## src/hw/gipr_pkg.sv

```systemverilog
// constants and types shared by the interrupt pin router
package gipr_pkg;
    // ***********************************************
    // register map
    // ***********************************************
    localparam logic [7:0] GIPR_ADDR_PIN_CONTROL = 8'h14;
    localparam logic [7:0] GIPR_ADDR_SOURCE_FLAGS = 8'h0b;
    localparam logic [7:0] GIPR_ADDR_THRESHOLD_SOURCE = 8'h0e;
    localparam logic [7:0] GIPR_PIN_CONTROL_RESET = 8'h00;

    // ***********************************************
    // field positions of interrupt_pin_control
    // ***********************************************
    localparam int GIPR_BIT_FIFO_ROUTE = 7;
    localparam int GIPR_BIT_FIFO_ENABLE = 6;
    localparam int GIPR_BIT_THRESHOLD_ROUTE = 5;
    localparam int GIPR_BIT_THRESHOLD_ENABLE = 4;
    localparam int GIPR_BIT_SAMPLE_ROUTE = 3;
    localparam int GIPR_BIT_SAMPLE_ENABLE = 2;
    localparam int GIPR_BIT_POLARITY = 1;
    localparam int GIPR_BIT_DRIVER_TYPE = 0;

    // ***********************************************
    // source flag register layout and flag indices
    // ***********************************************
    localparam int GIPR_SRC_SAMPLE = 0;
    localparam int GIPR_SRC_THRESHOLD = 1;
    localparam int GIPR_SRC_FIFO = 2;
    localparam int GIPR_NUM_SOURCES = 3;

    typedef enum logic [1:0] {
        GIPR_BUS_IDLE = 2'b00,
        GIPR_BUS_ACCESS = 2'b01,
        GIPR_BUS_DONE = 2'b11
    } gipr_bus_state_type;
endpackage

```

## src/hw/gipr_pin_if.sv

```systemverilog
// bundle between the router core and one pin driver
`timescale 1ns/1ps
`default_nettype none
interface gipr_pin_if;
    logic assert_req;
    logic polarity;
    logic open_drain;
    logic pin_out;
    logic pin_oe_n;
    modport core (output assert_req, output polarity, output open_drain,
                  input pin_out, input pin_oe_n);
    modport drv (input assert_req, input polarity, input open_drain,
                 output pin_out, output pin_oe_n);
endinterface
`default_nettype wire

```

## src/hw/gipr_pin_driver.sv

```systemverilog
// registered output stage of one interrupt pin
`timescale 1ns/1ps
`default_nettype none
module gipr_pin_driver (
    input wire logic clk_i,
    input wire logic rst_n_i,
    gipr_pin_if.drv pin
);
    import gipr_pkg::*;

    typedef struct packed {
        logic pin_out;
        logic pin_oe_n;
    } gipr_drv_state_type;

    gipr_drv_state_type state_reg;
    gipr_drv_state_type state_next;

    // asserted level follows polarity; released only when open drain and idle
    always_comb begin
        state_next = state_reg;
        if (pin.assert_req) begin
            state_next.pin_out = pin.polarity;
            state_next.pin_oe_n = 1'b0;
        end else if (pin.open_drain) begin
            state_next.pin_out = pin.polarity;
            state_next.pin_oe_n = 1'b1;
        end else begin
            state_next.pin_out = ~pin.polarity;
            state_next.pin_oe_n = 1'b0;
        end
    end

    // after reset: active low, push-pull, deasserted => driven high
    always_ff @(posedge clk_i) begin
        if (!rst_n_i) begin
            state_reg <= '{pin_out: 1'b1, pin_oe_n: 1'b0};
        end else begin
            state_reg <= state_next;
        end
    end

    assign pin.pin_out = state_reg.pin_out;
    assign pin.pin_oe_n = state_reg.pin_oe_n;
endmodule
`default_nettype wire

```

## src/hw/gipr_router.sv

```systemverilog
// interrupt control register, source flags and pin routing of the rate sensor
// How it works
// one 8-bit control register at 0x14 holds enables, routes, polarity, driver
// bit 7 routes fifo interrupt: 1 first pin, 0 second pin
// bit 6 enables fifo interrupt onto its routed pin
// bit 5 routes threshold interrupt: 1 first pin, 0 second pin
// bit 4 enables threshold interrupt onto its routed pin
// bit 3 routes sample-ready interrupt: 1 first pin, 0 second pin
// bit 2 enables sample-ready interrupt onto its routed pin
// bit 1 polarity: 0 active low, 1 active high; push-pull drives opposite
// bit 0 driver: 0 push-pull, 1 open-drain for both pins
// open-drain drives active level when asserted, releases when deasserted
// board adds pull-up for active low, pull-down for active high
// reading threshold source register clears threshold flag at 0x0b
// pin asserts while any enabled routed flag set; control resets to zero
`timescale 1ns/1ps
`default_nettype none
module gipr_router (
    input wire logic clk_i,
    input wire logic rst_n_i,
    input wire logic reg_wr_i,
    input wire logic reg_rd_i,
    input wire logic [7:0] reg_addr_i,
    input wire logic [7:0] reg_wdata_i,
    output logic [7:0] reg_rdata_o,
    output logic reg_ack_o,
    input wire logic fifo_event_i,
    input wire logic threshold_event_i,
    input wire logic threshold_level_i,
    input wire logic sample_ready_event_i,
    input wire logic fifo_level_i,
    input wire logic sample_ready_clear_i,
    output logic irq_pin_first_o,
    output logic irq_pin_first_oe_n_o,
    output logic irq_pin_second_o,
    output logic irq_pin_second_oe_n_o
);
    import gipr_pkg::*;

    // ***********************************************
    // state
    // ***********************************************
    typedef struct packed {
        logic [7:0] interrupt_pin_control;
        logic [GIPR_NUM_SOURCES-1:0] flags;
        logic [7:0] rdata;
        logic ack;
    } gipr_state_type;

    gipr_state_type state_reg;
    gipr_state_type state_next;

    logic [GIPR_NUM_SOURCES-1:0] enable;
    logic [GIPR_NUM_SOURCES-1:0] route_first;
    logic [GIPR_NUM_SOURCES-1:0] active;
    logic [GIPR_NUM_SOURCES-1:0] set_ev;

    gipr_pin_if pin_first ();
    gipr_pin_if pin_second ();

    // ***********************************************
    // field decode
    // ***********************************************
    assign enable[GIPR_SRC_FIFO] = state_reg.interrupt_pin_control[GIPR_BIT_FIFO_ENABLE];
    assign route_first[GIPR_SRC_FIFO] =
        state_reg.interrupt_pin_control[GIPR_BIT_FIFO_ROUTE];
    assign enable[GIPR_SRC_THRESHOLD] =
        state_reg.interrupt_pin_control[GIPR_BIT_THRESHOLD_ENABLE];
    assign route_first[GIPR_SRC_THRESHOLD] =
        state_reg.interrupt_pin_control[GIPR_BIT_THRESHOLD_ROUTE];
    assign enable[GIPR_SRC_SAMPLE] =
        state_reg.interrupt_pin_control[GIPR_BIT_SAMPLE_ENABLE];
    assign route_first[GIPR_SRC_SAMPLE] =
        state_reg.interrupt_pin_control[GIPR_BIT_SAMPLE_ROUTE];

    // event pulses from the source logic, same clock
    assign set_ev[GIPR_SRC_FIFO] = fifo_event_i;
    assign set_ev[GIPR_SRC_THRESHOLD] = threshold_event_i;
    assign set_ev[GIPR_SRC_SAMPLE] = sample_ready_event_i;

    // disabled sources never reach a pin, even with their flag set
    assign active = state_reg.flags & enable;

    // ***********************************************
    // next state
    // ***********************************************
    always_comb begin
        state_next = state_reg;
        state_next.ack = reg_wr_i | reg_rd_i;
        state_next.rdata = 8'h00;
        if (reg_wr_i && reg_addr_i == GIPR_ADDR_PIN_CONTROL) begin
            state_next.interrupt_pin_control = reg_wdata_i;
        end
        if (reg_rd_i) begin
            case (reg_addr_i)
                GIPR_ADDR_PIN_CONTROL: state_next.rdata = state_reg.interrupt_pin_control;
                GIPR_ADDR_SOURCE_FLAGS: state_next.rdata = {5'h00, state_reg.flags};
                default: state_next.rdata = 8'h00;
            endcase
        end
        // threshold flag cleared by a read of its source register
        if (reg_rd_i && reg_addr_i == GIPR_ADDR_THRESHOLD_SOURCE) begin
            state_next.flags[GIPR_SRC_THRESHOLD] = 1'b0;
        end
        // fifo flag follows fifo_level_i; the sample flag holds until its owner raises sample_ready_clear_i
        state_next.flags[GIPR_SRC_FIFO] = fifo_level_i;
        if (sample_ready_clear_i) begin
            state_next.flags[GIPR_SRC_SAMPLE] = 1'b0;
        end
        // a level held by the threshold logic keeps the flag, set wins over clear
        state_next.flags = state_next.flags | set_ev
            | {1'b0, threshold_level_i, 1'b0};
    end

    // synchronous reset: control register and flags all zero
    always_ff @(posedge clk_i) begin
        if (!rst_n_i) begin
            state_reg <= '{interrupt_pin_control: GIPR_PIN_CONTROL_RESET,
                           flags: '0, rdata: 8'h00, ack: 1'b0};
        end else begin
            state_reg <= state_next;
        end
    end

    // ***********************************************
    // pin routing
    // ***********************************************
    // or of every enabled flag routed to each pin
    assign pin_first.assert_req = |(active & route_first);
    assign pin_second.assert_req = |(active & ~route_first);
    assign pin_first.polarity = state_reg.interrupt_pin_control[GIPR_BIT_POLARITY];
    assign pin_second.polarity = state_reg.interrupt_pin_control[GIPR_BIT_POLARITY];
    assign pin_first.open_drain = state_reg.interrupt_pin_control[GIPR_BIT_DRIVER_TYPE];
    assign pin_second.open_drain = state_reg.interrupt_pin_control[GIPR_BIT_DRIVER_TYPE];

    // open-drain released level relies on the board resistor
    gipr_pin_driver u_drv_first (
        .clk_i(clk_i),
        .rst_n_i(rst_n_i),
        .pin(pin_first.drv)
    );
    gipr_pin_driver u_drv_second (
        .clk_i(clk_i),
        .rst_n_i(rst_n_i),
        .pin(pin_second.drv)
    );

    assign irq_pin_first_o = pin_first.pin_out;
    assign irq_pin_first_oe_n_o = pin_first.pin_oe_n;
    assign irq_pin_second_o = pin_second.pin_out;
    assign irq_pin_second_oe_n_o = pin_second.pin_oe_n;
    assign reg_rdata_o = state_reg.rdata;
    assign reg_ack_o = state_reg.ack;
endmodule
`default_nettype wire

```

## config.mk

```make
export PLATFORM = sky130hd
export DESIGN_NAME = gipr_router
export DESIGN_NICKNAME = d
export VERILOG_FILES = /design/src/hw/gipr_pkg.sv /design/src/hw/gipr_pin_if.sv /design/src/hw/gipr_pin_driver.sv /design/src/hw/gipr_router.sv
export SDC_FILE = /design/constraint.sdc
export NUM_CORES = 1
export LEC_CHECK = 0
export ABC_AREA = 1
export BUFFER_PORTS_ARGS = -buffer_cell sky130_fd_sc_hd__buf_2
export CAP_MARGIN = 40
export CORE_AREA = 2 2 55 57
export DETAILED_ROUTE_END_ITERATION = 16
export DIE_AREA = 0 0 57 59
export PLACE_DENSITY = 0.71
export REMOVE_ABC_BUFFERS = 1
export SYNTH_ARGS = -nofsm -noshare
export SYNTH_HDL_FRONTEND = slang
export SYNTH_SLANG_ARGS = --single-unit
```

## constraint.sdc

```tcl
create_clock -name clk_i -period 1 [get_ports clk_i]
set_clock_uncertainty 0.1 [all_clocks]
set_input_delay 0.25 -clock clk_i [delete_from_list [all_inputs] [get_ports clk_i]]
set_output_delay 0.25 -clock clk_i [all_outputs]
set_load 0.03 [all_outputs]
```

==> results.yml <==
yosys:
  synth_seq_cells: 24
  synth_ff_type: "dfxtp_1"
  synth_cell_types: 20
  synth_edf_count: 0
  syn_inst: 156
  ys_seq_area_share_pct: 41.8
  synth.top_cell.area_share_pct: 41.8
  async_flop_share_pct: 0
  synth_top_cells_by_count: "31 x inv_1, 28 x nand2_1, 24 x dfxtp_1"
  ys_warn_count: 0
  syn-cell-area_mm2: 0.00115
  synth_most_common_cell: "inv_1"
  yosysTopAreaCell: "dfxtp_1"
  avgSynthCellArea_um2: 7.37
  yosys-top-cells-area: "dfxtp_1 42%, inv_1 10%, nand2_1 9.1%"
drt:
  avgViaCountPerCell: 4.55
  drt_wl_total_um: 2300
  ant_nets: 0
  firstDrtPassIters: 4
  drt_iter0_drc: 17
  drt-wirelength-per-cell_um: 10.1
  dr_total_vias: 1033
  drcViolationCount: 0
worst_setup_path:
  startpoint: "reg_ack_o$_SDFF_PN0_"
  arrival_ns: 0.77
  slowest_stage: "dfxtp_2"
  cp.required_ns: 0.65
  ff2ff_path_depth: 4
  cpLargestDelayFamily: "flip-flops"
  crit_chain: "buf_6"
  endpoint: "reg_ack_o"
  rr_endpoint: "u_drv_first.pin.pin_out$_SDFF_PN1_"
  critPathKind: "register to output pin"
  cp_num_buf_inv: 1
  critPathMaxFanout: 1
  worst_r2r_startpoint: "state_reg[11]$_SDFF_PN0_"
  cp-start-kind: "register"
  path_depth: 1
  cp_slowest_stage_delay_ns: 0.33
  ff2ff_setup_slack_ns: 0.03
  end_kind: "output pin"
floorplanning:
  fp.coreArea_mm2: 0.00271
  die_x_um: 57
  die-area_mm2: 0.00336
  die-height_um: 59
  start_util_pct: 42.4
  num_io_pins: 39
  rows: 19
run_status:
  violations: "negative setup slack"
  status: "finished, violations left"
layout:
  area_growth_pct: 37.4
  largest_reg_flops: 8
  num-fill-cells: 263
  final_net_count: 224
  antenna_cells: 0
  drive_gt1_share_pct: 49.5
timing:
  setup_tns_ns: -1.42
  worst_slew_margin_rel_pct: 76.4
  drv_slew: 0
  setup-violations-final: 13
  finalWorstSetupSlack_ns: -0.123
  fin_worst_hold_slack_ns: 0.0327
  min_period_ns: 1.12
  period_share_pct: 112
  finalHoldViolCount: 0
  rsz0062_at_grt: "true"
  worstMarginPinSlew_ns: 0.354
  clock.fmax_mhz: 891
grt:
  antenna_found_initial: 0
  grt_pass1_wl_um: 4050
  grt_start_max_net_pins: 14
  gr-usage-met2_pct: 26.4
  overflow: 0
  grtUsageMet1_pct: 18.8
  top_usage_layer: "met2"
  grt_pass1_vias: 988
  grt_util_met3_pct: 3.93
  grtUsageTotal_pct: 15.5
clock_network:
  root_buffer: "clkbuf_4"
  hold_buffers: 0
  cts_made_buffers: 3
  h-tree-depth: 1
  clk_pin_slew_ns: 0.11
  cts.path.max_buffers: 2
  clock_latency_ns: 0.31
  cts_tree: "built"
  clock-sinks: 24
power:
  p_leak_uw: 0.000749
  power.density_mw_per_mm2: 985
  ir_worst_vdd_mv: 0.828
placement:
  port_buffers: 38
  dpl.hpwl_um: 1770
  place_congestion: 0.840
job:
  maxCapViolations: 0
min_path:
  min_path_type: "input port to register"
-- worst min path at each step --
stage / startpoint / endpoint / slack [ns] / cells past startpoint
finish: sample_ready_event_i / state_reg[9]$_SDFF_PN0_ / 0.03 / 3
global route: fifo_level_i / state_reg[11]$_SDFF_PN0_ / 0.04 / 3
CTS: sample_ready_event_i / state_reg[9]$_SDFF_PN0_ / 0.03 / 3
detailed placement: sample_ready_event_i / state_reg[9]$_SDFF_PN0_ / 0.36 / 3
global placement: sample_ready_event_i / state_reg[9]$_SDFF_PN0_ / 0.36 / 3
floorplan: rst_n_i / u_drv_second.pin.pin_out$_SDFF_PN1_ / 0.24 / 1
-- cell usage in the layout (no fill, tap or decap) --
cell | Yosys | final
a21oi_1 | 3 | 3
a21oi_2 | 3 | 3
buf_12 | 0 | 3
buf_2 | 1 | 25
buf_4 | 9 | 8
buf_6 | 0 | 13
clkbuf_4 | 0 | 3
dfxtp_1 | 24 | 5
dfxtp_2 | 0 | 19
inv_1 | 31 | 28
inv_2 | 1 | 4
nand2_1 | 28 | 23
nand2_2 | 1 | 6
nand3_1 | 13 | 7
nand3_2 | 3 | 9
nand3_4 | 1 | 1
nand4_1 | 10 | 10
nor2_1 | 14 | 13
nor2_2 | 0 | 1
nor2_4 | 2 | 2
nor3_1 | 8 | 8
or2_0 | 1 | 1
xnor2_1 | 1 | 1
-- where the power goes --
part	leakage [uW]	internal, uW	switching [uW]	total, uW
Clock	0.0000138	141	249	390
Sequential	0.000201	969	12.7	982
Combinational	0.000534	86.7	98.1	185
Total	0.000749	1200	360	1560
-- through the flow --
stage | cell area [um^2] | worst slack (ns) | util (%) | instances | total power, uW
floorplan | 1060 | -0.108 | - | 144 | 1070
global route | 1580 | -0.158 | 58.3 | 227 | 1640
finish | 1580 | -0.123 | 58.3 | 227 | 1560
global placement | 1370 | -0.234 | 50.6 | 221 | 1170
detailed placement | 1370 | -0.244 | 50.6 | 221 | 1170
CTS | 1490 | -0.129 | 55.1 | 224 | 1550
-- layer usage --
layer  routed length, um  share of wire (%)  vias up
li1                    -                  -      561
met1                1040                 45      445
met2                1130                 49       23
met3                 103                4.5        4
met4                  30                1.3        0
met5                   0                  0        -
-- cell families (layout without fill, tap and decap cells) --
family | count (synthesis) | after routing | share of synthesized area (%)
AO/OA/AOI/OAI | 6 | 6 | 3.59
XOR/XNOR | 1 | 1 | 0.762
buffers and inverters | 44 | 84 | 18.4
flip-flops | 24 | 24 | 41.8
AND/OR/NAND/NOR | 81 | 81 | 35.5
-- final cells by class --
class | count | area, um^2 | area share, %
Multi-Input combinational cell | 88 | 503 | 31.8
Sequential cell | 24 | 504 | 31.9
Clock buffer | 3 | 22.5 | 1.43
Timing Repair Buffer | 49 | 392 | 24.8
Tap cell | 31 | 38.8 | 2.45
Inverter | 32 | 120 | 7.60
-- timing repair --
| action | 4_1_cts | 5_1_grt |
|---|---|---|
| pin swaps | 0 | 7 |
| endpoints found under the setup margin | 13 | 21 |
| setup buffers | 0 | 3 |
| resized for setup | 39 | 21 |
Note: power is estimated with default switching activity, not from simulation.
